## config.mk

```make
export PLATFORM = sky130hd
export DESIGN_NAME = svdc_top
export DESIGN_NICKNAME = d
export VERILOG_FILES = /design/src/rtl/svdc_pkg.sv /design/src/rtl/svdc_sync.sv /design/src/rtl/svdc_top.sv
export SDC_FILE = /design/constraint.sdc
export NUM_CORES = 1
export LEC_CHECK = 0
export BUFFER_PORTS_ARGS = -buffer_cell sky130_fd_sc_hd__buf_4
export CAP_MARGIN = 20
export CORE_ASPECT_RATIO = 1.1
export CORE_MARGIN = 3
export CORE_UTILIZATION = 30
export DETAILED_ROUTE_END_ITERATION = 8
export PLACE_DENSITY = 0.62
export SLEW_MARGIN = 30
export SYNTH_ARGS = -nofsm -noshare
export SYNTH_HDL_FRONTEND = slang
export SYNTH_SLANG_ARGS = --single-unit
```

## constraint.sdc

```tcl
create_clock -name MCLK -period 2.5 [get_ports MCLK]
set_clock_uncertainty 0.1 [all_clocks]
set_input_delay 0.75 -clock MCLK [delete_from_list [all_inputs] [get_ports MCLK]]
set_output_delay 0.75 -clock MCLK [all_outputs]
set_load 0.005 [all_outputs]
```

## src/rtl/svdc_pkg.sv

```systemverilog
// constants for the supply voltage detect control block
package svdc_pkg;

    // register byte offsets on the apb bus
    localparam logic [7:0] ADDR_CTRL = 8'h00;
    localparam logic [7:0] ADDR_INTCTL = 8'h04;
    localparam logic [7:0] ADDR_FLAG = 8'h08;
    localparam logic [7:0] ADDR_IE = 8'h0c;
    localparam logic [7:0] ADDR_PRIO = 8'h10;
    localparam logic [7:0] ADDR_STATUS = 8'h14;
    localparam logic [7:0] ADDR_MASK = 8'h18;

    // voltage_detect_control fields
    localparam int CTRL_TRIP_LSB = 0;
    localparam int CTRL_TRIP_MSB = 3;
    localparam int CTRL_EN_BIT = 4;
    localparam int CTRL_RSTABLE_BIT = 5;
    localparam int CTRL_BGSTABLE_BIT = 6;
    localparam int CTRL_DIR_BIT = 7;
    localparam logic [7:0] CTRL_WMASK = 8'h9f;

    // interrupt_control fields
    localparam int INTCTL_GIE_BIT = 7;
    localparam int INTCTL_PEIE_BIT = 6;

    // detect bit in flag, enable and priority registers
    localparam int DET_BIT = 2;

    // sticky event status and mask fields
    localparam int ST_DETECT_BIT = 0;
    localparam int ST_REFRDY_BIT = 1;
    localparam int ST_WIDTH = 2;

    // reset values
    localparam logic [7:0] CTRL_RST = 8'h00;
    localparam logic [7:0] INTCTL_RST = 8'h00;
    localparam logic FLAG_RST = 1'b0;
    localparam logic IE_RST = 1'b0;
    localparam logic PRIO_RST = 1'b0;
    localparam logic [1:0] ST_RST = 2'h0;
    localparam logic [1:0] MASK_RST = 2'h0;

    // trip select code that routes the external input to the comparator
    localparam logic [3:0] TRIP_EXTERNAL = 4'hf;

    // reference start-up interval, fixed in time not in clocks
    localparam int STARTUP_NS = 20000;
    localparam int CLK_PERIOD_NS = 40;
    localparam int STARTUP_CYCLES =
        (STARTUP_NS + CLK_PERIOD_NS - 1) / CLK_PERIOD_NS;

    // shared reference state
    typedef enum logic [1:0] {
        REF_OFF = 2'b00,
        REF_WARM = 2'b01,
        REF_READY = 2'b10
    } svdc_ref_e;

endpackage : svdc_pkg

```

## src/rtl/svdc_sync.sv

```systemverilog
// two flip-flop synchroniser for asynchronous levels
`timescale 1ns/100ps
module svdc_sync #(
    parameter int WIDTH = 1
) (
    // clock and reset
    input wire logic MCLK,
    input wire logic RESET,
    // asynchronous in, synchronous out
    input wire logic [WIDTH-1:0] D,
    output logic [WIDTH-1:0] Q
);

    typedef struct packed {
        logic [WIDTH-1:0] meta;
        logic [WIDTH-1:0] stable;
    } svdc_sync_s;

    svdc_sync_s r;
    svdc_sync_s next_r;

    // first stage feeds only the second stage
    always_comb begin
        next_r = r;
        next_r.meta = D;
        next_r.stable = r.meta;
    end

    always_ff @(posedge MCLK or posedge RESET) begin
        if (RESET) begin
            r <= '0;
        end else begin
            r <= next_r;
        end
    end

    assign Q = r.stable;

endmodule : svdc_sync

```

## src/rtl/svdc_top.sv

```systemverilog
// supply voltage detect control: apb registers, start-up gate, flag
`timescale 1ns/100ps

module svdc_top #(
    parameter int STARTUP_CYCLES = svdc_pkg::STARTUP_CYCLES
) (
    // clock and reset
    input wire logic MCLK,
    input wire logic RESET,
    // apb slave
    input wire logic PSEL,
    input wire logic PENABLE,
    input wire logic PWRITE,
    input wire logic [7:0] PADDR,
    input wire logic [31:0] PWDATA,
    input wire logic [3:0] PSTRB,
    output logic [31:0] PRDATA,
    output logic PREADY,
    output logic PSLVERR,
    // analog side
    input wire logic CMP_OUT,
    input wire logic REF_OTHER_USERS,
    output logic DETECTOR_ON,
    output logic [3:0] TRIP_SELECT,
    output logic EXT_INPUT_SELECT,
    output logic DETECT_DIRECTION,
    // processor side
    output logic INT_REQ,
    output logic INT_PRIORITY_HIGH,
    output logic WAKE,
    output logic IRQ
);

    localparam int CW = 16;
    localparam logic [CW-1:0] LAST_COUNT = CW'(STARTUP_CYCLES - 1);

    typedef struct packed {
        logic [7:0] ctrl;
        logic [7:0] intctl;
        logic flag;
        logic ie;
        logic prio;
        logic [1:0] status;
        logic [1:0] mask;
        svdc_pkg::svdc_ref_e ref_state;
        logic [CW-1:0] count;
        logic en_seen;
        logic ref_stable;
        logic [7:0] rdata;
        logic ready;
        logic slverr;
        logic int_req;
        logic prio_out;
        logic wake;
        logic irq;
        logic det_on;
        logic [3:0] trip;
        logic ext_sel;
        logic dir;
    } svdc_top_s;

    svdc_top_s r;
    svdc_top_s next_r;

    logic [1:0] sync_in;
    logic [1:0] sync_out;
    logic cmp_s;
    logic other_s;

    assign sync_in = {REF_OTHER_USERS, CMP_OUT};

    svdc_sync #(
        .WIDTH(2)
    ) u_sync (
        .MCLK(MCLK),
        .RESET(RESET),
        .D(sync_in),
        .Q(sync_out)
    );

    assign cmp_s = sync_out[0];
    assign other_s = sync_out[1];

    // read data for one address, zero for unmapped
    function automatic logic [7:0] read_mux(
        input logic [7:0] addr,
        input svdc_top_s s
    );
        logic [7:0] v;
        v = 8'h00;
        case (addr)
            svdc_pkg::ADDR_CTRL: begin
                v = s.ctrl;
                v[svdc_pkg::CTRL_RSTABLE_BIT] = s.ref_stable;
                v[svdc_pkg::CTRL_BGSTABLE_BIT] =
                    (s.ref_state == svdc_pkg::REF_READY);
            end
            svdc_pkg::ADDR_INTCTL: v = s.intctl;
            svdc_pkg::ADDR_FLAG: v[svdc_pkg::DET_BIT] = s.flag;
            svdc_pkg::ADDR_IE: v[svdc_pkg::DET_BIT] = s.ie;
            svdc_pkg::ADDR_PRIO: v[svdc_pkg::DET_BIT] = s.prio;
            svdc_pkg::ADDR_STATUS: v[1:0] = s.status;
            svdc_pkg::ADDR_MASK: v[1:0] = s.mask;
            default: v = 8'h00;
        endcase
        return v;
    endfunction : read_mux

    function automatic logic mapped(input logic [7:0] addr);
        logic m;
        m = 1'b0;
        case (addr)
            svdc_pkg::ADDR_CTRL,
            svdc_pkg::ADDR_INTCTL,
            svdc_pkg::ADDR_FLAG,
            svdc_pkg::ADDR_IE,
            svdc_pkg::ADDR_PRIO,
            svdc_pkg::ADDR_STATUS,
            svdc_pkg::ADDR_MASK: m = 1'b1;
            default: m = 1'b0;
        endcase
        return m;
    endfunction : mapped

    always_comb begin
        logic setup;
        logic access;
        logic wr;
        logic rd;
        logic lane0;
        logic en;
        logic ref_on;
        logic hit;
        logic set_flag;
        logic [1:0] ev;
        logic [7:0] wd;

        next_r = r;
        setup = PSEL && !PENABLE;
        access = PSEL && PENABLE && r.ready;
        wr = access && PWRITE && !r.slverr;
        rd = access && !PWRITE && !r.slverr;
        lane0 = PSTRB[0];
        wd = PWDATA[7:0];
        en = r.ctrl[svdc_pkg::CTRL_EN_BIT];
        ev = 2'h0;
        ref_on = 1'b0;
        hit = 1'b0;
        set_flag = 1'b0;

        // zero-wait slave: answer prepared in setup, given in access
        next_r.ready = setup;
        if (setup) begin
            next_r.slverr = !mapped(PADDR);
            next_r.rdata = read_mux(PADDR, r);
        end else if (access) begin
            next_r.slverr = 1'b0;
            next_r.rdata = 8'h00;
        end

        // register writes; configuration ordering is up to software
        if (wr && lane0) begin
            case (PADDR)
                svdc_pkg::ADDR_CTRL: begin
                    next_r.ctrl = wd & svdc_pkg::CTRL_WMASK;
                end
                svdc_pkg::ADDR_INTCTL: next_r.intctl = wd;
                svdc_pkg::ADDR_FLAG: begin
                    next_r.flag = wd[svdc_pkg::DET_BIT];
                end
                svdc_pkg::ADDR_IE: next_r.ie = wd[svdc_pkg::DET_BIT];
                svdc_pkg::ADDR_PRIO: next_r.prio = wd[svdc_pkg::DET_BIT];
                svdc_pkg::ADDR_MASK: next_r.mask = wd[1:0];
                default: next_r.mask = next_r.mask;
            endcase
        end

        // shared reference warm-up, counted in fixed time
        ref_on = en || other_s;
        case (r.ref_state)
            svdc_pkg::REF_OFF: begin
                next_r.count = '0;
                if (ref_on) begin
                    next_r.ref_state = svdc_pkg::REF_WARM;
                end
            end
            svdc_pkg::REF_WARM: begin
                if (!ref_on) begin
                    next_r.ref_state = svdc_pkg::REF_OFF;
                    next_r.count = '0;
                end else if (r.count == LAST_COUNT) begin
                    next_r.ref_state = svdc_pkg::REF_READY;
                end else begin
                    next_r.count = r.count + 1'b1;
                end
            end
            svdc_pkg::REF_READY: begin
                if (!ref_on) begin
                    next_r.ref_state = svdc_pkg::REF_OFF;
                    next_r.count = '0;
                end
            end
            default: begin
                next_r.ref_state = svdc_pkg::REF_OFF;
                next_r.count = '0;
            end
        endcase

        // stable status drops on disable and on every new enable
        next_r.en_seen = en;
        next_r.ref_stable = en && r.en_seen
            && (r.ref_state == svdc_pkg::REF_READY);

        // comparator high means scaled supply at or above reference
        hit = r.dir ? cmp_s : !cmp_s;
        set_flag = en && r.ref_stable && hit;
        if (set_flag) begin
            next_r.flag = 1'b1;
        end
        ev[svdc_pkg::ST_DETECT_BIT] = set_flag && !r.flag;
        ev[svdc_pkg::ST_REFRDY_BIT] = next_r.ref_stable && !r.ref_stable;

        // sticky status, cleared by a read, a new event wins
        // clear only what the read reported, so a late event survives
        if (rd && PADDR == svdc_pkg::ADDR_STATUS) begin
            next_r.status = r.status & ~r.rdata[1:0];
        end
        next_r.status = next_r.status | ev;

        // registered outputs
        next_r.det_on = next_r.ctrl[svdc_pkg::CTRL_EN_BIT];
        next_r.trip = next_r.ctrl[svdc_pkg::CTRL_TRIP_MSB:
                                  svdc_pkg::CTRL_TRIP_LSB];
        next_r.ext_sel =
            (next_r.trip == svdc_pkg::TRIP_EXTERNAL);
        next_r.dir = next_r.ctrl[svdc_pkg::CTRL_DIR_BIT];
        next_r.wake = next_r.flag && next_r.ie;
        next_r.int_req = next_r.flag && next_r.ie
            && next_r.intctl[svdc_pkg::INTCTL_GIE_BIT];
        next_r.prio_out = next_r.prio;
        next_r.irq = |(next_r.status & next_r.mask);
    end

    always_ff @(posedge MCLK or posedge RESET) begin
        if (RESET) begin
            r <= '0;
            r.ctrl <= svdc_pkg::CTRL_RST;
            r.intctl <= svdc_pkg::INTCTL_RST;
            r.flag <= svdc_pkg::FLAG_RST;
            r.ie <= svdc_pkg::IE_RST;
            r.prio <= svdc_pkg::PRIO_RST;
            r.status <= svdc_pkg::ST_RST;
            r.mask <= svdc_pkg::MASK_RST;
            r.ref_state <= svdc_pkg::REF_OFF;
        end else begin
            r <= next_r;
        end
    end

    assign PRDATA = {24'h000000, r.rdata};
    assign PREADY = r.ready;
    assign PSLVERR = r.slverr;
    assign DETECTOR_ON = r.det_on;
    assign TRIP_SELECT = r.trip;
    assign EXT_INPUT_SELECT = r.ext_sel;
    assign DETECT_DIRECTION = r.dir;
    assign INT_REQ = r.int_req;
    assign INT_PRIORITY_HIGH = r.prio_out;
    assign WAKE = r.wake;
    assign IRQ = r.irq;

    // only a flag register write can raise the flag while the stable status is low
    chk_flag_gated: assert property (
        @(posedge MCLK) disable iff (RESET)
        (!r.flag && !r.ref_stable && !(PSEL && PENABLE && PWRITE
            && PADDR == svdc_pkg::ADDR_FLAG)) |=> !r.flag
    ) else $error("detect flag set before reference stable");

    // warm-up never ends early
    chk_warm_length: assert property (
        @(posedge MCLK) disable iff (RESET)
        (r.ref_state == svdc_pkg::REF_READY
            && $past(r.ref_state) == svdc_pkg::REF_WARM)
        |-> $past(r.count) == LAST_COUNT
    ) else $error("reference ready after wrong count");

    // a disabled detector reports no stable reference
    chk_disable_clear: assert property (
        @(posedge MCLK) disable iff (RESET)
        !r.ctrl[svdc_pkg::CTRL_EN_BIT] |=> !r.ref_stable
    ) else $error("stable status held while disabled");

    // fresh enable always starts with stable low
    chk_enable_restart: assert property (
        @(posedge MCLK) disable iff (RESET)
        $rose(r.ctrl[svdc_pkg::CTRL_EN_BIT]) |-> !r.ref_stable
    ) else $error("stable status not cleared on enable");

    // a qualifying comparator level sets the flag next cycle
    chk_detect_sets: assert property (
        @(posedge MCLK) disable iff (RESET)
        (r.ctrl[svdc_pkg::CTRL_EN_BIT] && r.ref_stable
            && (r.dir ? cmp_s : !cmp_s)) |=> r.flag
    ) else $error("comparator match did not set flag");

    // flag stays until software writes the flag register
    chk_flag_sticky: assert property (
        @(posedge MCLK) disable iff (RESET)
        (r.flag && !(PSEL && PENABLE && PWRITE
            && PADDR == svdc_pkg::ADDR_FLAG)) |=> r.flag
    ) else $error("detect flag lost without a clear");

    // request only with detect and global enables
    chk_int_qual: assert property (
        @(posedge MCLK) disable iff (RESET)
        INT_REQ |-> (r.flag && r.ie
            && r.intctl[svdc_pkg::INTCTL_GIE_BIT])
    ) else $error("interrupt request without enables");

    // wake without global enable resumes in line, no request
    chk_wake_inline: assert property (
        @(posedge MCLK) disable iff (RESET)
        (WAKE && !r.intctl[svdc_pkg::INTCTL_GIE_BIT]) |-> !INT_REQ
    ) else $error("vectoring while globally disabled");

    // external code selects the external input
    chk_ext_select: assert property (
        @(posedge MCLK) disable iff (RESET)
        EXT_INPUT_SELECT == (TRIP_SELECT == svdc_pkg::TRIP_EXTERNAL)
    ) else $error("external input select mismatch");

    // every access phase ends in a single cycle
    chk_apb_ready: assert property (
        @(posedge MCLK) disable iff (RESET)
        (PSEL && !PENABLE) |=> PREADY ##1 !PREADY
    ) else $error("apb access not answered in one cycle");

endmodule : svdc_top

```

=== Word-level counts from Yosys, hierarchy flattened ===
Cells that the tools add are included.

* Register bits after elaboration: 65
* Input port bits: 51
* Output and inout bits: 45
* Logic and storage cells: 103

* $add $sub $neg: 1
* Equal/unequal tests: 14
* Muxes and demuxes: 26
* Bitwise logic cells: 4
* Reduce and logical (&&, ||, !) cells: 34

{| class="wikitable"
|+ Operators with widths
! operator !! number
|-
| 18-bit one-hot mux with 3 select lines || 1
|-
| 18-bit 2-to-1 mux || 2
|-
| 8-bit 2-to-1 mux || 4
|-
| 8-bit by 5-bit equality test with 1-bit output (second input constant) || 3
|-
| 19-bit 2-to-1 mux || 1
|-
| 1-bit logical AND || 17
|-
| 16-bit by 1-bit adder with 16-bit output (second input constant) || 1
|-
| 16-bit by 9-bit equality test with 1-bit output (second input constant) || 1
|-
| 8-bit by 4-bit equality test with 1-bit output (second input constant) || 2
|-
| 16-bit 2-to-1 mux || 1
|-
| 2-bit 2-to-1 mux || 5
|-
| 5-bit one-hot mux with 2 select lines || 1
|-
| 1-bit 2-to-1 mux || 9
|-
| 8-bit by 3-bit equality test with 1-bit output (second input constant) || 1
|-
| 8-bit zero test || 1
|-
| 2-bit one-hot mux with 4 select lines || 1
|-
| 1-bit zero test || 7
|-
| 7-bit OR reduction || 1
|-
| 3-bit inequality test (second input constant) || 2
|-
| 2-bit AND reduction || 3
|-
| 1-bit one-hot mux with 5 select lines || 1
|-
| 2-bit AND || 2
|-
| 4-bit equality test (second input constant) || 1
|-
| 2-bit inequality test (second input constant) || 2
|-
| 9 further kinds || 9
|}

=== Longest topological paths before layout ===
* Depth after elaboration: 9
* Depth in mapped cells: 6

=== By module ===
A second synthesis with hierarchy kept.

* Cells, all modules: 313
* Area, all modules: 3166.8 um2

{| class="wikitable"
|+ By module, submodules not included
! module !! times used !! cells each !! area each (um2) !! seq. area each (um2)
|-
| svdc_top || 1 || 308 || 3062.9 || 1376.3
|-
| svdc_sync || 1 || 5 || 103.8 || 100.1
|}

=== Least setup slack after synthesis ===
Ideal clock, no wire load.

* Path type: input to register
* Start: input port PADDR[1]
* End: register r[48] (netlist bit)
* Setup time: 0.125 ns
* Arrival: 2.436 ns
* Setup slack: -0.160 ns
* Stages: 5
* Path buffers: 1
* Cells stage by stage: or4_2 > nor4_4 > and2_1 > buf_4 > mux2_2

* Longest elaborated chain between the ends: 2

{| class="wikitable"
|+ Ends and longest elaborated chain
! element !! RTL line !! RTL
|-
| start: declaration || svdc_top.sv:14 || <nowiki>input wire logic [7:0] PADDR,</nowiki>
|-
| 8-bit by 3-bit equality test with 1-bit output || svdc_top.sv:163 || <nowiki>case (PADDR)</nowiki>
|-
| 2-bit AND reduction (no line) || -- ||
|-
| end signal: assignment || svdc_top.sv:256 || <nowiki>r <= next_r;</nowiki>
|-
| end: declaration || svdc_top.sv:62 || <nowiki>svdc_top_s r;</nowiki>
|}

Every way passes these cells.
A chain may end at the register's enable or synchronous reset.

==> metrics.csv <==
stage,metric,value,unit
critical_path,Worst Path Max Fanout,2,
detailed_routing,via count,2336,
critical_path,Setup crit end kind,flop,
layout,Layout area overhead,19.6,%
detailed_routing,Post-Route WL,6740,µm
global_routing,first-pass GRT wire length,11000,µm
die,# IOs,96,
critical_path,CP bufs+invs,1,
critical_path,critical path data arrival time,2.44,ns
global_routing,vias in the first global route,2251,
critical_path,Slowest cell on crit path,or4b_4,
yosys,Yosys top cell area share,0.476,
die,initial core utilization,0.311,
timing,actual slew at the worst max-slew pin,0.566,ns
critical_path,critical path's largest stage delay,0.53,ns
power,P per Cell Area,533,nW/µm²
yosys,Post-Syn Area,3100,µm²
layout,fin util,0.371,
placed_design,placed cell area,3510,µm²
critical_path,CP cell instances,"buf_4, or4b_4, or4_4, a211o_1, a22o_1",
yosys,ys flop type,dfrtp_1,
yosys,sequential fraction of the synthesis area,0.476,
clock_network,# hold bufs at CTS,0,
layout,post-route cell area,3710,µm²
timing,final critical-path share of the clock period,0.926,
yosys,number of synthesized flops with an enable pin,0,
yosys,multiplexer area fraction after synthesis,0.102,
clock_network,root buffer cell,clkbuf_8,
clock_network,H-tree depth,3,
global_routing,GRT Max-Usage Layer,met2,
die,FP Rows,38,
critical_path,origin of the critical flop-to-flop path,next_r[22],
global_routing,pin count of the biggest net entering global routing,60,
timing,max_slew headroom,0.618,
global_routing,M1 GR Usage,0.145,
detailed_routing,Detailed Routing Iterations Pass 1,4,
die,Die Area,11600,µm²
timing,final worst path period need,2.32,ns
power,VDD IR-drop max,0.000345,V
placed_design,routability cong.,0.825,
die,width of the die,103,µm
yosys,Post-Synth XOR/XNOR Area,0.00847,
timing,max-slew violations,0,
clock_network,CTS max path bufs,2,
yosys,cell taking the most area after synthesis,dfrtp_1,
detailed_routing,Via density,4.98,
die,Core ar.,9980,µm²
global_routing,M2 GR Usage,0.203,
power,Leak Pwr,0.00179,µW
critical_path,Worst R2R Path Depth,4,
layout,Nets,397,
critical_path,Worst R2R End,r[23],
yosys,Syn Area/Cell,10.6,µm²
yosys,cells after synthesis,294,
yosys,Yosys cell types,57,
detailed_routing,Routed WL per cell,14.4,µm
clock_network,CTS buffer count,9,
timing,unrepaired setup endpoints after global routing,false,
timing,"Hold Vio Cnt, Final",0,
global_routing,gr ovfl total,0,
run_status,outcome,"complete, no violations",
clock_network,Post-CTS Setup Bufs,0,
critical_path,flop2flop setup slack,0.41,ns
yosys,leading post-synthesis cells by cell area,"dfrtp_1, buf_4, mux2_2, mux2i_1, nand2_1",
detailed_routing,ANT nets after route,0,
critical_path,CP top delay family,simple AND/OR/NAND/NOR gates,
timing,setup ws final,0.184,ns
yosys,Synth Register Bits,59,
clock_network,post-CTS sizing,0,
detailed_routing,Residual DRC,0,
layout,layout cells sized above 1,0.318,
critical_path,worst endpoint required time,2.62,ns
clock_network,Clock Sinks,59,
yosys,Synth Area in Adders,0.00403,
worst_hold_path,WHS Path Cells,0,
job,MaxCap Viol Count,0,
die,die height,113,µm
clock_network,Worst-path clk slew,0.07,ns
layout,fill cell count,989,
critical_path,class of the most critical setup path,input port to flop,
global_routing,initial antenna violation count,0,
placed_design,worst slack at placement,-0.157,ns
yosys,Synth Area in Compound Gates,0.125,
placed_design,Detail Placement HPWL,4990,µm
yosys,fraction of registers with async set/reset,1.00,
clock_network,"Clk Latency, worst-skew pair",0.33,ns
timing,highest clock rate,432,MHz
worst_hold_path,worst hold path class,flop to flop,
yosys,main combinational cell family by area after synthesis,simple AND/OR/NAND/NOR gates,
worst_hold_path,Hold Path Origin,u_sync.next_r[0],
global_routing,GR Util All Layers,0.120,
global_routing,routing usage on met3,0.0429,
detailed_routing,DRT iter0 DRCs,83,
layout,Antenna diodes,0,
critical_path,Startpoint Class,input port,
yosys,YS warnings,0,
yosys,Simple-Gate Fraction of Synth Area,0.168,
timing,# setup viols final,0,
worst_hold_path,Worst Hold End,u_sync.Q[0],
clock_network,CTS tree,built,
placed_design,IO buf count,44,
==> cells in the mapped netlist, types with 4 or more instances <==
master and number:
or4_1 4, mux2i_1 8, buf_4 38, o21ai_0 14, a22o_1 5, a21oi_1 7, nand4_1 8, dfrtp_1 59
nand2_1 21, a31oi_1 4, nor4_1 5, mux2_2 19, nor2_1 14, inv_1 9, nand3_1 9, clkbuf_1 6
==> how the worst max path moves through the flow <==
stage | start | depth (start not counted) | endpoint | slack, ns
global placement | PADDR[1] | 5 | IRQ | -0.15
CTS | PADDR[1] | 7 | r[49] | 0.21
detailed placement | PADDR[1] | 5 | IRQ | -0.16
global route | PADDR[1] | 7 | r[49] | 0.15
floorplan | PADDR[4] | 5 | IRQ | 0.001
finish | PADDR[1] | 5 | IRQ | 0.18
==> power by group <==
part / switching, µW / internal (µW) / leakage, µW
registers: 6.36 / 964 / 0.000809
clock network: 359 / 507 / 0.0000974
logic: 80.5 / 60.7 / 0.000880
total: 445 / 1530 / 0.00179
==> routing by layer <==
| layer | vias up | wire (µm) |
|---|---|---|
| li1 | 1110 | - |
| met1 | 1146 | 2990 |
| met4 | 0 | 42 |
| met5 | - | 0 |
| met2 | 74 | 3320 |
| met3 | 6 | 393 |
==> sequential cells by signal (all words and copies together), names as in the netlist <==
register,flops
PSLVERR,1
INT_REQ,1
next_r,1
WAKE,1
PREADY,1
TRIP_SELECT,3
EXT_INPUT_SELECT,1
u_sync.next_r,2
IRQ,1
r,36
INT_PRIORITY_HIGH,1
PRDATA,8
u_sync.Q,2
==> cells by family after synthesis <==
logic type      count (synthesis)
flops                          59
xor+xnor                        3
simple gates                   91
other cells                     1
buf+inv                        55
compound gates                 56
mux                            28
fa+ha+maj                       1
==> layout make-up <==
type | instances | area (µm²) | area share
clock buffers | 11 | 151 | 0.0408
clock inverters | 4 | 50.0 | 0.0135
inverters | 9 | 33.8 | 0.00911
multi-input cells | 203 | 1360 | 0.367
flip-flops and latches | 59 | 1480 | 0.398
well taps | 120 | 150 | 0.0405
repair buffers | 63 | 485 | 0.131
==> cell usage in the layout (no fill, tap or decap), drive strengths merged, types with 4 or more instances in the layout <==
master   n
or4      6
nand2   22
dfrtp   59
clkbuf  11
nor2    14
a22o     5
o21ai   15
a21oi    7
a31oi    4
buf     63
conb    24
mux2i    8
nand4    8
nand3    9
inv      9
nor4     6
mux2    19
==> per-stage QoR <==
step	cells	hold WS [ns]	setup TNS, ns	power [µW]
final	469	0.250	0	1980
after CTS	469	0.250	0	2010
after global routing	469	0.266	0	2080
after floorplan	317	0.231	0	1080
after detailed placement	454	0.235	-2.18	1130
after global placement	454	0.235	-1.81	1130
Note: power is estimated with default switching activity, not from simulation.
